**src/core/scc_pkg.sv**
```systemverilog
`default_nettype none
package scc_pkg;
  localparam int unsigned CLK_FREQ_MHZ     = 250;
  localparam int unsigned SPD_CODE_W       = 9;
  localparam int unsigned DUTY_W           = 8;
  localparam int unsigned LEAD_W           = 8;
  localparam int unsigned SFS_W            = 5;
  localparam int unsigned RPM_W            = 16;
  localparam int unsigned MEAS_CNT_W       = 24;
  localparam int unsigned DIV_W            = 32;
  localparam int unsigned DUTY_SHIFT       = 8;
  localparam logic [7:0]  DUTY_FULL        = 8'hff;
  // timing
  localparam int unsigned MEAS_TIMEOUT_US  = 40000;
  localparam int unsigned MEAS_TIMEOUT_CYC = MEAS_TIMEOUT_US * CLK_FREQ_MHZ;
  localparam int unsigned CFG_SETTLE_NS    = 1000;
  localparam int unsigned CFG_SETTLE_CYC   = (CFG_SETTLE_NS * CLK_FREQ_MHZ + 999) / 1000;
  localparam int unsigned CARRIER_FREQ_KHZ = 48;
  localparam int unsigned CARRIER_CYC      = CLK_FREQ_MHZ * 1000 / CARRIER_FREQ_KHZ;
  localparam int unsigned CARRIER_W        = 13;
  localparam int unsigned DEAD_SHORT_NS    = 250;
  localparam int unsigned DEAD_LONG_NS     = 500;
  localparam int unsigned DEAD_SHORT_CYC   = (DEAD_SHORT_NS * CLK_FREQ_MHZ + 999) / 1000;
  localparam int unsigned DEAD_LONG_CYC    = (DEAD_LONG_NS * CLK_FREQ_MHZ + 999) / 1000;
  // speed lookup segments
  localparam int unsigned RPM_ZERO_LAST    = 5;
  localparam int unsigned SEG1_CODE        = 6;
  localparam int unsigned SEG1_BASE        = 400;
  localparam int unsigned SEG1_STEP        = 10;
  localparam int unsigned SEG2_CODE        = 73;
  localparam int unsigned SEG2_BASE        = 1080;
  localparam int unsigned SEG2_STEP        = 20;
  localparam int unsigned SEG3_CODE        = 148;
  localparam int unsigned SEG3_BASE        = 2600;
  localparam int unsigned SEG3_STEP        = 50;
  localparam int unsigned SEG4_CODE        = 201;
  localparam int unsigned SEG4_BASE        = 5300;
  localparam int unsigned SEG4_STEP        = 100;
  // register map
  localparam logic [7:0]  REG_CTRL         = 8'h00;
  localparam logic [7:0]  REG_DUTY         = 8'h04;
  localparam logic [7:0]  REG_TARGET       = 8'h08;
  localparam logic [7:0]  REG_LEAD         = 8'h0c;
  localparam logic [7:0]  REG_CONFIG       = 8'h10;
  localparam logic [7:0]  REG_POINTS       = 8'h14;
  localparam logic        CTRL_RESET       = 1'b1;
  localparam int unsigned DUTY_STATIC_BIT  = 8;
  localparam int unsigned DUTY_LEVEL_BIT   = 9;
  localparam int unsigned TGT_STOP_BIT     = 16;
  localparam int unsigned TGT_FULL_BIT     = 17;
  localparam int unsigned CFG_DEAD_BIT     = 4;
  localparam int unsigned CFG_DONE_BIT     = 8;
  localparam int unsigned PTS_HSP_LSB      = 16;

  typedef struct packed {
    logic [SPD_CODE_W-1:0] speed_a;
    logic [SPD_CODE_W-1:0] speed_b;
    logic [DUTY_W-1:0]     duty_x;
    logic [DUTY_W-1:0]     duty_z;
    logic [LEAD_W-1:0]     lead_lo;
    logic [LEAD_W-1:0]     lead_hi;
    logic [SFS_W-1:0]      softstart_deadtime_select_input;
  } scc_settings_s;

  typedef struct packed {
    logic leg1_hi;
    logic leg1_lo;
    logic leg2_hi;
    logic leg2_lo;
  } scc_gate_s;
endpackage
`default_nettype wire

```
**src/core/scc_rpm_rom.sv**
```systemverilog
`timescale 1ns/100ps
`default_nettype none
module scc_rpm_rom (
  input  wire logic                             ref_clk,
  input  wire logic [scc_pkg::SPD_CODE_W-1:0]   addr,
  output var  logic [scc_pkg::RPM_W-1:0]        data_q
);
  function automatic logic [scc_pkg::RPM_W-1:0] rpm_of(input int unsigned c);
    int unsigned r;
    r = 0;
    if (c <= scc_pkg::RPM_ZERO_LAST) begin
      r = 0;
    end else if (c < scc_pkg::SEG2_CODE) begin
      r = scc_pkg::SEG1_BASE + scc_pkg::SEG1_STEP * (c - scc_pkg::SEG1_CODE);
    end else if (c < scc_pkg::SEG3_CODE) begin
      r = scc_pkg::SEG2_BASE + scc_pkg::SEG2_STEP * (c - scc_pkg::SEG2_CODE);
    end else if (c < scc_pkg::SEG4_CODE) begin
      r = scc_pkg::SEG3_BASE + scc_pkg::SEG3_STEP * (c - scc_pkg::SEG3_CODE);
    end else begin
      r = scc_pkg::SEG4_BASE + scc_pkg::SEG4_STEP * (c - scc_pkg::SEG4_CODE);
    end
    return r[scc_pkg::RPM_W-1:0];
  endfunction

  // registered read of the fixed monotonic table
  always_ff @(posedge ref_clk) begin
    data_q <= rpm_of(int'(addr));
  end
endmodule
`default_nettype wire

```
**src/core/scc_divider.sv**
```systemverilog
`timescale 1ns/100ps
`default_nettype none
module scc_divider #(
  parameter int unsigned W = 32
) (
  input  wire logic         ref_clk,
  input  wire logic         arst_n,
  input  wire logic         start,
  input  wire logic [W-1:0] dividend,
  input  wire logic [W-1:0] divisor,
  output var  logic         done_q,
  output var  logic [W-1:0] quot_q
);
  localparam int unsigned CW = $clog2(W + 1);
  logic [W:0]    rem_q;
  logic [W-1:0]  den_q;
  logic [CW-1:0] cnt_q;
  logic          busy_q;
  logic [W:0]    sh;

  assign sh = {rem_q[W-1:0], quot_q[W-1]};

  // restoring division, one quotient bit per clock; zero divisor gives all ones
  always_ff @(posedge ref_clk or negedge arst_n) begin
    if (!arst_n) begin
      rem_q  <= '0;
      den_q  <= '0;
      quot_q <= '0;
      cnt_q  <= '0;
      busy_q <= 1'b0;
      done_q <= 1'b0;
    end else begin
      done_q <= 1'b0;
      if (start) begin
        rem_q  <= '0;
        den_q  <= divisor;
        quot_q <= dividend;
        cnt_q  <= CW'(W);
        busy_q <= 1'b1;
      end else if (busy_q) begin
        if (sh >= {1'b0, den_q}) begin
          rem_q  <= sh - {1'b0, den_q};
          quot_q <= {quot_q[W-2:0], 1'b1};
        end else begin
          rem_q  <= sh;
          quot_q <= {quot_q[W-2:0], 1'b0};
        end
        cnt_q <= cnt_q - CW'(1);
        if (cnt_q == CW'(1)) begin
          busy_q <= 1'b0;
          done_q <= 1'b1;
        end
      end
    end
  end
endmodule
`default_nettype wire

```
**src/core/scc_speed_command_curve.sv**
```systemverilog
`timescale 1ns/100ps
`default_nettype none
module scc_speed_command_curve #(
  parameter int unsigned MEAS_TIMEOUT_CYC = scc_pkg::MEAS_TIMEOUT_CYC
) (
  input  wire logic                         ref_clk,
  input  wire logic                         arst_n,
  input  wire logic                         pwm_command_input,
  input  wire scc_pkg::scc_settings_s       setting_inputs,
  input  wire logic                         phase_select,
  input  wire logic                         wb_cyc_i,
  input  wire logic                         wb_stb_i,
  input  wire logic                         wb_we_i,
  input  wire logic [7:0]                   wb_adr_i,
  input  wire logic [3:0]                   wb_sel_i,
  input  wire logic [31:0]                  wb_dat_i,
  output var  logic [31:0]                  wb_dat_o,
  output var  logic                         wb_ack_o,
  output var  scc_pkg::scc_gate_s           gate_drive,
  output var  logic [scc_pkg::RPM_W-1:0]    target_rpm,
  output var  logic [scc_pkg::LEAD_W-1:0]   lead_angle,
  output var  logic                         motor_stop,
  output var  logic                         full_drive,
  output var  logic [3:0]                   softstart_pattern,
  output var  logic                         dead_time_long,
  output var  logic                         config_done
);
  localparam int unsigned CW = scc_pkg::MEAS_CNT_W;
  localparam int unsigned DW = scc_pkg::DIV_W;
  localparam int unsigned RW = scc_pkg::RPM_W;

  typedef enum logic [2:0] {CFG_SETTLE, CFG_RD_LO, CFG_RD_HI, CFG_FIN, CFG_DONE} scc_cfg_e;
  typedef enum logic [2:0] {C_IDLE, C_DUTY, C_MAP, C_SPD, C_LEAD} scc_calc_e;

  // ---------------- setting inputs: sync and one-time capture
  scc_pkg::scc_settings_s set_s1_q;
  scc_pkg::scc_settings_s set_s2_q;
  scc_pkg::scc_settings_s set_s3_q;
  scc_pkg::scc_settings_s cfg_q;
  scc_cfg_e               cfg_state_q;
  logic [9:0]             settle_cnt_q;
  logic [RW-1:0]          lsp_rpm_q;
  logic [RW-1:0]          hsp_rpm_q;
  logic [RW-1:0]          rom_data;
  logic [scc_pkg::SPD_CODE_W-1:0] spd_lo_code;
  logic [scc_pkg::SPD_CODE_W-1:0] spd_hi_code;
  logic [scc_pkg::SPD_CODE_W-1:0] rom_addr;
  logic [7:0]             duty_lo;
  logic [7:0]             duty_hi;
  logic                   stop_mode;
  logic                   free_mode;
  logic                   cfg_done;
  logic                   cfg_done_q;

  always_ff @(posedge ref_clk or negedge arst_n) begin
    if (!arst_n) begin
      set_s1_q <= '0;
      set_s2_q <= '0;
      set_s3_q <= '0;
    end else begin
      set_s1_q <= setting_inputs;
      set_s2_q <= set_s1_q;
      set_s3_q <= set_s2_q;
    end
  end

  // lower code is always the low point, so the curve cannot fall
  assign spd_lo_code = (cfg_q.speed_a > cfg_q.speed_b) ? cfg_q.speed_b : cfg_q.speed_a;
  assign spd_hi_code = (cfg_q.speed_a > cfg_q.speed_b) ? cfg_q.speed_a : cfg_q.speed_b;
  assign duty_lo     = (cfg_q.duty_x > cfg_q.duty_z) ? cfg_q.duty_z : cfg_q.duty_x;
  assign duty_hi     = (cfg_q.duty_x > cfg_q.duty_z) ? cfg_q.duty_x : cfg_q.duty_z;
  assign stop_mode   = cfg_q.speed_a > cfg_q.speed_b;
  assign free_mode   = cfg_q.duty_x > cfg_q.duty_z;
  assign rom_addr    = (cfg_state_q == CFG_RD_HI) ? spd_hi_code : spd_lo_code;
  assign cfg_done    = cfg_done_q;

  scc_rpm_rom u_rom (
    .ref_clk (ref_clk),
    .addr    (rom_addr),
    .data_q  (rom_data)
  );

  // capture once levels are stable, then never again until reset
  always_ff @(posedge ref_clk or negedge arst_n) begin
    if (!arst_n) begin
      cfg_state_q  <= CFG_SETTLE;
      settle_cnt_q <= '0;
      cfg_q        <= '0;
      lsp_rpm_q    <= '0;
      hsp_rpm_q    <= '0;
      cfg_done_q   <= 1'b0;
    end else begin
      case (cfg_state_q)
        CFG_SETTLE: begin
          if (set_s2_q != set_s3_q) begin
            settle_cnt_q <= '0;
          end else if (settle_cnt_q == 10'(scc_pkg::CFG_SETTLE_CYC - 1)) begin
            cfg_q       <= set_s3_q;
            cfg_state_q <= CFG_RD_LO;
          end else begin
            settle_cnt_q <= settle_cnt_q + 10'h001;
          end
        end
        CFG_RD_LO: cfg_state_q <= CFG_RD_HI;
        CFG_RD_HI: begin
          lsp_rpm_q   <= rom_data;
          cfg_state_q <= CFG_FIN;
        end
        CFG_FIN: begin
          hsp_rpm_q   <= rom_data;
          cfg_done_q  <= 1'b1;
          cfg_state_q <= CFG_DONE;
        end
        CFG_DONE: cfg_state_q <= CFG_DONE;
        default: cfg_state_q <= CFG_SETTLE;
      endcase
    end
  end

  // ---------------- command input: sync, filter, period and high time
  logic            pwm_s1_q;
  logic            pwm_s2_q;
  logic            pwm_s3_q;
  logic            pwm_f_q;
  logic            pwm_f_d;
  logic            pwm_rise;
  logic [CW-1:0]   high_cnt_q;
  logic [CW-1:0]   per_cnt_q;
  logic [CW-1:0]   high_lat_q;
  logic [CW-1:0]   per_lat_q;
  logic [CW-1:0]   idle_cnt_q;
  logic            seen_rise_q;
  logic            static_q;
  logic            static_lvl_q;
  logic            meas_upd_q;

  assign pwm_f_d  = (pwm_s2_q == pwm_s3_q) ? pwm_s3_q : pwm_f_q;
  assign pwm_rise = pwm_f_d & ~pwm_f_q;

  always_ff @(posedge ref_clk or negedge arst_n) begin
    if (!arst_n) begin
      pwm_s1_q <= 1'b0;
      pwm_s2_q <= 1'b0;
      pwm_s3_q <= 1'b0;
      pwm_f_q  <= 1'b0;
    end else begin
      pwm_s1_q <= pwm_command_input;
      pwm_s2_q <= pwm_s1_q;
      pwm_s3_q <= pwm_s2_q;
      pwm_f_q  <= pwm_f_d;
    end
  end

  always_ff @(posedge ref_clk or negedge arst_n) begin
    if (!arst_n) begin
      high_cnt_q   <= '0;
      per_cnt_q    <= '0;
      high_lat_q   <= '0;
      per_lat_q    <= '0;
      idle_cnt_q   <= '0;
      seen_rise_q  <= 1'b0;
      static_q     <= 1'b1;
      static_lvl_q <= 1'b0;
      meas_upd_q   <= 1'b0;
    end else begin
      meas_upd_q <= 1'b0;
      if (pwm_rise) begin
        high_cnt_q  <= '0;
        per_cnt_q   <= '0;
        seen_rise_q <= 1'b1;
        if (seen_rise_q) begin
          high_lat_q <= high_cnt_q;
          per_lat_q  <= per_cnt_q + CW'(1);
          meas_upd_q <= 1'b1;
          static_q   <= 1'b0;
        end
      end else begin
        per_cnt_q  <= per_cnt_q + CW'(1);
        high_cnt_q <= high_cnt_q + CW'(pwm_f_q);
      end
      if (pwm_f_d != pwm_f_q) begin
        idle_cnt_q <= '0;
      end else if (idle_cnt_q == CW'(MEAS_TIMEOUT_CYC - 1)) begin
        idle_cnt_q   <= '0;
        static_q     <= 1'b1;
        static_lvl_q <= pwm_f_q;
        seen_rise_q  <= 1'b0;
        meas_upd_q   <= 1'b1;
      end else begin
        idle_cnt_q <= idle_cnt_q + CW'(1);
      end
    end
  end

  // ---------------- duty, curve and lead angle arithmetic
  scc_calc_e        calc_q;
  logic [7:0]       duty_q;
  logic             div_start_q;
  logic [DW-1:0]    div_a_q;
  logic [DW-1:0]    div_b_q;
  logic             div_done;
  logic [DW-1:0]    div_quot;
  logic [RW-1:0]    target_q;
  logic [7:0]       lead_q;
  logic             stop_q;
  logic             full_q;
  logic [7:0]       lead_span;
  logic [7:0]       duty_ofs;
  logic [7:0]       duty_span;

  assign lead_span = (cfg_q.lead_lo <= cfg_q.lead_hi) ? cfg_q.lead_hi - cfg_q.lead_lo
                                                      : cfg_q.lead_lo - cfg_q.lead_hi;
  assign duty_ofs  = duty_q - duty_lo;
  assign duty_span = duty_hi - duty_lo;

  scc_divider #(
    .W (DW)
  ) u_div (
    .ref_clk  (ref_clk),
    .arst_n   (arst_n),
    .start    (div_start_q),
    .dividend (div_a_q),
    .divisor  (div_b_q),
    .done_q   (div_done),
    .quot_q   (div_quot)
  );

  always_ff @(posedge ref_clk or negedge arst_n) begin
    if (!arst_n) begin
      calc_q      <= C_IDLE;
      duty_q      <= '0;
      div_start_q <= 1'b0;
      div_a_q     <= '0;
      div_b_q     <= '0;
      target_q    <= '0;
      lead_q      <= '0;
      stop_q      <= 1'b1;
      full_q      <= 1'b0;
    end else begin
      div_start_q <= 1'b0;
      case (calc_q)
        C_IDLE: begin
          if (meas_upd_q && cfg_done) begin
            if (static_q) begin
              duty_q <= static_lvl_q ? scc_pkg::DUTY_FULL : 8'h00;
              calc_q <= C_MAP;
            end else begin
              div_a_q     <= {high_lat_q, 8'h00};
              div_b_q     <= DW'(per_lat_q);
              div_start_q <= 1'b1;
              calc_q      <= C_DUTY;
            end
          end
        end
        C_DUTY: begin
          if (div_done) begin
            duty_q <= (div_quot > DW'(scc_pkg::DUTY_FULL)) ? scc_pkg::DUTY_FULL
                                                           : div_quot[7:0];
            calc_q <= C_MAP;
          end
        end
        C_MAP: begin
          if (duty_q < duty_lo) begin
            stop_q   <= stop_mode;
            full_q   <= 1'b0;
            target_q <= stop_mode ? '0 : lsp_rpm_q;
            lead_q   <= cfg_q.lead_lo;
            calc_q   <= C_IDLE;
          end else if (duty_q > duty_hi) begin
            stop_q   <= 1'b0;
            full_q   <= free_mode;
            target_q <= hsp_rpm_q;
            lead_q   <= cfg_q.lead_hi;
            calc_q   <= C_IDLE;
          end else if (duty_span == 8'h00) begin
            stop_q   <= 1'b0;
            full_q   <= 1'b0;
            target_q <= lsp_rpm_q;
            lead_q   <= cfg_q.lead_lo;
            calc_q   <= C_IDLE;
          end else begin
            div_a_q     <= DW'(hsp_rpm_q - lsp_rpm_q) * DW'(duty_ofs);
            div_b_q     <= DW'(duty_span);
            div_start_q <= 1'b1;
            calc_q      <= C_SPD;
          end
        end
        C_SPD: begin
          if (div_done) begin
            stop_q      <= 1'b0;
            full_q      <= 1'b0;
            target_q    <= lsp_rpm_q + div_quot[RW-1:0];
            div_a_q     <= DW'(lead_span) * DW'(duty_ofs);
            div_b_q     <= DW'(duty_span);
            div_start_q <= 1'b1;
            calc_q      <= C_LEAD;
          end
        end
        C_LEAD: begin
          if (div_done) begin
            lead_q <= (cfg_q.lead_lo <= cfg_q.lead_hi) ? cfg_q.lead_lo + div_quot[7:0]
                                                       : cfg_q.lead_lo - div_quot[7:0];
            calc_q <= C_IDLE;
          end
        end
        default: calc_q <= C_IDLE;
      endcase
    end
  end

  // ---------------- bridge drive with dead time
  logic                 ctrl_en_q;
  logic [scc_pkg::CARRIER_W-1:0] car_cnt_q;
  logic [scc_pkg::CARRIER_W-1:0] car_thr;
  logic                 raw_on;
  logic                 run;
  logic                 on_q;
  logic                 phase_q;
  logic                 dt_act_q;
  logic [7:0]           dt_cnt_q;
  logic [7:0]           dt_len;
  scc_pkg::scc_gate_s   gate_q;

  assign car_thr = scc_pkg::CARRIER_W'((32'(duty_q) * scc_pkg::CARRIER_CYC) >> scc_pkg::DUTY_SHIFT);
  assign raw_on  = full_q | (car_cnt_q < car_thr);
  assign run     = ctrl_en_q & cfg_done & ~stop_q;
  assign dt_len  = cfg_q.softstart_deadtime_select_input[scc_pkg::CFG_DEAD_BIT] ? 8'(scc_pkg::DEAD_LONG_CYC)
                                                     : 8'(scc_pkg::DEAD_SHORT_CYC);

  always_ff @(posedge ref_clk or negedge arst_n) begin
    if (!arst_n) begin
      car_cnt_q <= '0;
    end else if (car_cnt_q == scc_pkg::CARRIER_W'(scc_pkg::CARRIER_CYC - 1)) begin
      car_cnt_q <= '0;
    end else begin
      car_cnt_q <= car_cnt_q + scc_pkg::CARRIER_W'(1);
    end
  end

  // every change of switched state passes through an all-off gap
  always_ff @(posedge ref_clk or negedge arst_n) begin
    if (!arst_n) begin
      on_q     <= 1'b0;
      phase_q  <= 1'b0;
      dt_act_q <= 1'b1;
      dt_cnt_q <= 8'(scc_pkg::DEAD_LONG_CYC);
    end else if (dt_act_q) begin
      if (dt_cnt_q == 8'h00) begin
        dt_act_q <= 1'b0;
        on_q     <= raw_on;
        phase_q  <= phase_select;
      end else begin
        dt_cnt_q <= dt_cnt_q - 8'h01;
      end
    end else if ((raw_on != on_q) || (phase_select != phase_q)) begin
      dt_act_q <= 1'b1;
      dt_cnt_q <= dt_len - 8'h01;
    end
  end

  always_ff @(posedge ref_clk or negedge arst_n) begin
    if (!arst_n) begin
      gate_q <= '0;
    end else if (!run || dt_act_q) begin
      gate_q <= '0;
    end else begin
      // active leg switches, its low side fills the off phase; idle leg low side on
      gate_q.leg1_hi <= ~phase_q & on_q;
      gate_q.leg1_lo <= phase_q | ~on_q;
      gate_q.leg2_hi <= phase_q & on_q;
      gate_q.leg2_lo <= ~phase_q | ~on_q;
    end
  end

  // ---------------- wishbone slave
  logic        ack_q;
  logic [31:0] rd_q;
  logic [31:0] rd_d;
  logic        wb_req;

  assign wb_req = wb_cyc_i & wb_stb_i & ~ack_q;

  always_comb begin
    rd_d = 32'h0000_0000;
    case ({wb_adr_i[7:2], 2'b00})
      scc_pkg::REG_CTRL:   rd_d[0] = ctrl_en_q;
      scc_pkg::REG_DUTY: begin
        rd_d[7:0]                      = duty_q;
        rd_d[scc_pkg::DUTY_STATIC_BIT] = static_q;
        rd_d[scc_pkg::DUTY_LEVEL_BIT]  = static_lvl_q;
      end
      scc_pkg::REG_TARGET: begin
        rd_d[RW-1:0]                = target_q;
        rd_d[scc_pkg::TGT_STOP_BIT] = stop_q;
        rd_d[scc_pkg::TGT_FULL_BIT] = full_q;
      end
      scc_pkg::REG_LEAD:   rd_d[7:0] = lead_q;
      scc_pkg::REG_CONFIG: begin
        rd_d[4:0]                   = cfg_q.softstart_deadtime_select_input;
        rd_d[scc_pkg::CFG_DONE_BIT] = cfg_done;
      end
      scc_pkg::REG_POINTS: rd_d = {hsp_rpm_q, lsp_rpm_q};
      default:             rd_d = 32'h0000_0000;
    endcase
  end

  always_ff @(posedge ref_clk or negedge arst_n) begin
    if (!arst_n) begin
      ack_q     <= 1'b0;
      rd_q      <= '0;
      ctrl_en_q <= scc_pkg::CTRL_RESET;
    end else begin
      ack_q <= wb_req;
      if (wb_req) begin
        rd_q <= rd_d;
        if (wb_we_i && wb_sel_i[0] && ({wb_adr_i[7:2], 2'b00} == scc_pkg::REG_CTRL)) begin
          ctrl_en_q <= wb_dat_i[0];
        end
      end
    end
  end

  assign wb_ack_o          = ack_q;
  assign wb_dat_o          = rd_q;
  assign gate_drive        = gate_q;
  assign target_rpm        = target_q;
  assign lead_angle        = lead_q;
  assign motor_stop        = stop_q;
  assign full_drive        = full_q;
  assign softstart_pattern = cfg_q.softstart_deadtime_select_input[3:0];
  assign dead_time_long    = cfg_q.softstart_deadtime_select_input[scc_pkg::CFG_DEAD_BIT];
  assign config_done       = cfg_done;
endmodule
`default_nettype wire

```
**config.mk**
```make
export PLATFORM = sky130hd
export DESIGN_NAME = scc_speed_command_curve
export DESIGN_NICKNAME = d
export VERILOG_FILES = /design/src/core/scc_pkg.sv /design/src/core/scc_rpm_rom.sv /design/src/core/scc_divider.sv /design/src/core/scc_speed_command_curve.sv
export SDC_FILE = /design/constraint.sdc
export NUM_CORES = 2
export LEC_CHECK = 0
export ABC_CLOCK_PERIOD_IN_PS = 19900
export BUFFER_PORTS_ARGS = -buffer_cell sky130_fd_sc_hd__buf_4
export CAP_MARGIN = 20
export CORE_MARGIN = 3
export CORE_UTILIZATION = 58
export CTS_CLUSTER_SIZE = 14
export DETAILED_ROUTE_END_ITERATION = 10
export GPL_ROUTABILITY_DRIVEN = 0
export PLACE_DENSITY = 0.8
export SETUP_SLACK_MARGIN = 0.02
export SYNTH_ARGS = -nofsm -noshare
export SYNTH_HDL_FRONTEND = slang
export SYNTH_SLANG_ARGS = --single-unit
```
**constraint.sdc**
```tcl
create_clock -name ref_clk -period 19.9 [get_ports ref_clk]
set_input_delay 0.995 -clock ref_clk [delete_from_list [all_inputs] [get_ports ref_clk]]
set_output_delay 0.995 -clock ref_clk [all_outputs]
set_load 0.05 [all_outputs]
```
==> impl_metrics.tcl <==
set metrics [dict create \
    synth_area_per_cell_um2 9.70 \
    leakage_nw 23.3 \
    nets 5273 \
    die_y_um 281 \
    max_stage_delay_ns 0.67 \
    drcViolationCount 0 \
    cts_root_buf "clkbuf_16" \
    path_max_fanout 17 \
    fin_crit_sh_pct 50.3 \
    ys_seq_area_share_pct 37.4 \
    clkPwrFrac_pct 46.0 \
    cpMostUsedCell "o21ai_0" \
    die_area_mm2 0.0790 \
    cts_resized 0 \
    max_freq_ghz 0.0999 \
    grt_pass1_vias 33100 \
    postSynthCellCount 4523 \
    grt.overflow.total 0 \
    placed_cell_area_mm2 0.0459 \
    postCtsSetupRepairBufs 0 \
    die_w_um 281 \
    insertion_delay_ns 0.64 \
    maxCapViolations 0 \
    start_util_pct 58.8 \
    stdcell_count 5649 \
    synth_area_mm2 0.0439 \
    netSwitchingPower_uw 683 \
    synth-async-reset-ratio_pct 97.7 \
    layout_commonest_cell "dfrtp_1" \
    synth_top_cell_area_share_pct 36.2 \
    clock_skew_ns 0.0332 \
    status "completed" \
    cpMaxStageDelayCell "o41ai_1" \
    critical_path_class "register to register" \
    cts_buffer_depth 3 \
    antenna_found_initial 2 \
    path_clk_slew_ns 0.06 \
    required_ns 20.39 \
    seq_power_share_pct 49.4 \
    cts-htree-levels 3 \
    core-area_mm2 0.0747 \
    yosys-top-cells-area "dfrtp_1, ha_1, fa_1, inv_1, xnor2_1" \
    row_count 100 \
    drive_gt1_share_pct 10.3 \
    drt-total-wl_mm 104 \
    combPwrFrac_pct 4.6 \
    cts_num_sinks 659 \
    ys_ff_latch 659 \
    numCtsBuffers 72 \
    grt_pass1_wl_mm 169 \
    cp_data_arrival_time_ns 10.50 \
    yosys.area.top_type "dfrtp_1" \
    maxSlewViolCount 0 \
    routedWlPerCell_um 18.3 \
    hold_buffers 0 \
    synthesis.nets 5171 \
    drt_iter0_markers 2727 \
    hold_path_class "register to register" \
    synth-edff-count 0 \
    yosysWarningCount 0 \
    cts_tree "done" \
    dp_cells 5519 \
    synth_ff_type "dfrtp_1" \
    grt_max_degree 176 \
    final_area_mm2 0.0483 \
    via_per_inst 5.82 \
    io_pins 175 \
    postLayoutCoreUtil_pct 64.6 \
    finalSetupTns_ns 0 \
    layout_common_cells "dfrtp_1, inv_1, nand2_1, nor2_1, ha_1" \
    p_int_mw 2.19 \
    sw_frac_of_total_pct 23.8 \
    dp_hpwl_mm 76.8 \
    worst_pin_slew_ns 1.28 \
    power.density_mw_per_mm2 59.6 \
    rsz0062_at_grt "false" \
    port_buffers 138 \
    fin_crit_ns 10.01 \
    setup_viol 0 \
    ir_drop_mv 0.0917 \
    slew_headroom_pct 13.8 \
    p_total_mw 2.87 \
    cp-start-kind "register" \
    area_growth_pct 9.96 \
    endpoint_kind "register" \
    hold_viol 0 \
    antenna_left 0 \
    firstDrtPassIters 9 \
    synth_cell_type_count 96 \
    grt.total_usage_pct 26.5 \
    dr_total_vias 32900 \
]
[metal layers]
metal	GRT usage [%]	up-vias	part of all wire (%)
met1	34.6	16100	43
met2	44.7	1001	48
met4	10.2	2	3.8
li1	-	15500	-
met5	0	-	0.013
met3	3.90	227	5.8
[registers in the layout, indices dropped and copies added, names as in the netlist, 24 cells and up]
name          count
set_s1_q         55
set_s2_q         55
set_s3_q         55
cfg_q            50
div_a_q          32
u_div.quot_q     32
u_div.rem_q      32
wb_dat_o         32
div_b_q          24
high_cnt_q       24
high_lat_q       24
idle_cnt_q       24
per_cnt_q        24
per_lat_q        24
u_div.den_q      24
[critical path: cells and delay by family (launching register included)]
kind            cells  cell delay [ns]
compound gates     13             3.93
simple gates        4             0.96
buf+inv             5             0.53
flops               1             0.39
fa+ha+maj           8             3.35
xor+xnor            2             0.39
mux                 1             0.31
[logic make-up (layout without fill, tap and decap cells)]
family,after synthesis,count (layout),share of synthesized area [%]
compound gates,807,807,12.0
xor+xnor,354,354,7.10
fa+ha+maj,545,545,18.5
buf+inv,609,764,5.35
flops,659,659,37.4
mux,247,247,6.08
other cells,0,2,0
simple gates,1302,1302,13.6
[cell usage after synthesis (12+ instances only)]
master,count
nand2_1,433
mux2_1,40
o211ai_1,18
nand2b_1,49
a21oi_1,168
and3_1,39
a211oi_1,42
nor2b_1,50
xnor2_1,196
inv_1,461
o21bai_1,16
ha_1,370
or2_2,30
clkbuf_1,121
o22ai_1,17
o31ai_1,12
a31oi_1,15
dfrtp_1,634
mux2i_1,89
a22o_1,19
o21ai_0,259
a21boi_0,12
o21a_1,18
fa_1,172
xor2_1,157
or3_1,24
nand4_1,41
nor2_1,388
nor4_1,29
a22oi_1,13
dfxtp_1,15
and2_1,21
nand3_1,100
a21o_1,58
mux2_2,118
a21bo_1,16
nor3_1,63
[final timing paths]
kind,from,end,slack (ns),cells past startpoint
max,cfg_q[25]$_DFFE_PN0P_,div_a_q[24]$_DFFE_PN0P_,9.89,33
max in group asynchronous,arst_n,div_b_q[2]$_DFFE_PN0P_,17.12,3
min reg2reg,set_s1_q[31]$_DFF_PN0_,set_s2_q[31]$_DFF_PN0_,0.34,0
min,set_s1_q[31]$_DFF_PN0_,set_s2_q[31]$_DFF_PN0_,0.34,0
max reg2reg,cfg_q[25]$_DFFE_PN0P_,div_a_q[24]$_DFFE_PN0P_,9.89,33
min in group asynchronous,arst_n,wb_dat_o[13]$_DFFE_PN0P_,0.44,1
[layout make-up]
| type | count | area (um^2) |
|---|---|---|
| Clock buffer | 95 | 1990 |
| Timing Repair Buffer | 175 | 1350 |
| Sequential cell | 659 | 16400 |
| Multi-Input combinational cell | 3255 | 25100 |
| Clock inverter | 32 | 379 |
| Tap cell | 969 | 1210 |
| Inverter | 462 | 1730 |
| Fill cell | 5777 | 26400 |
| Antenna cell | 2 | 5.00 |
[power groups by stage]
stage	combinational, mW	sequential [mW]	clock [mW]
2_1_floorplan	0.0749	1.43	0
3_3_place_gp	0.128	1.44	0
3_5_place_dp	0.133	1.44	0
4_1_cts	0.134	1.42	1.35
5_1_grt	0.151	1.43	1.40
6_report	0.131	1.42	1.32
[per-stage QoR]
stage	setup WS, ns	hold slack [ns]
4_1_cts	10.02	0.337
6_report	9.89	0.335
3_5_place_dp	10.21	0.335
2_1_floorplan	11.28	0.331
3_3_place_gp	10.31	0.332
5_1_grt	9.41	0.352
Power figures use the tool's default switching activity.
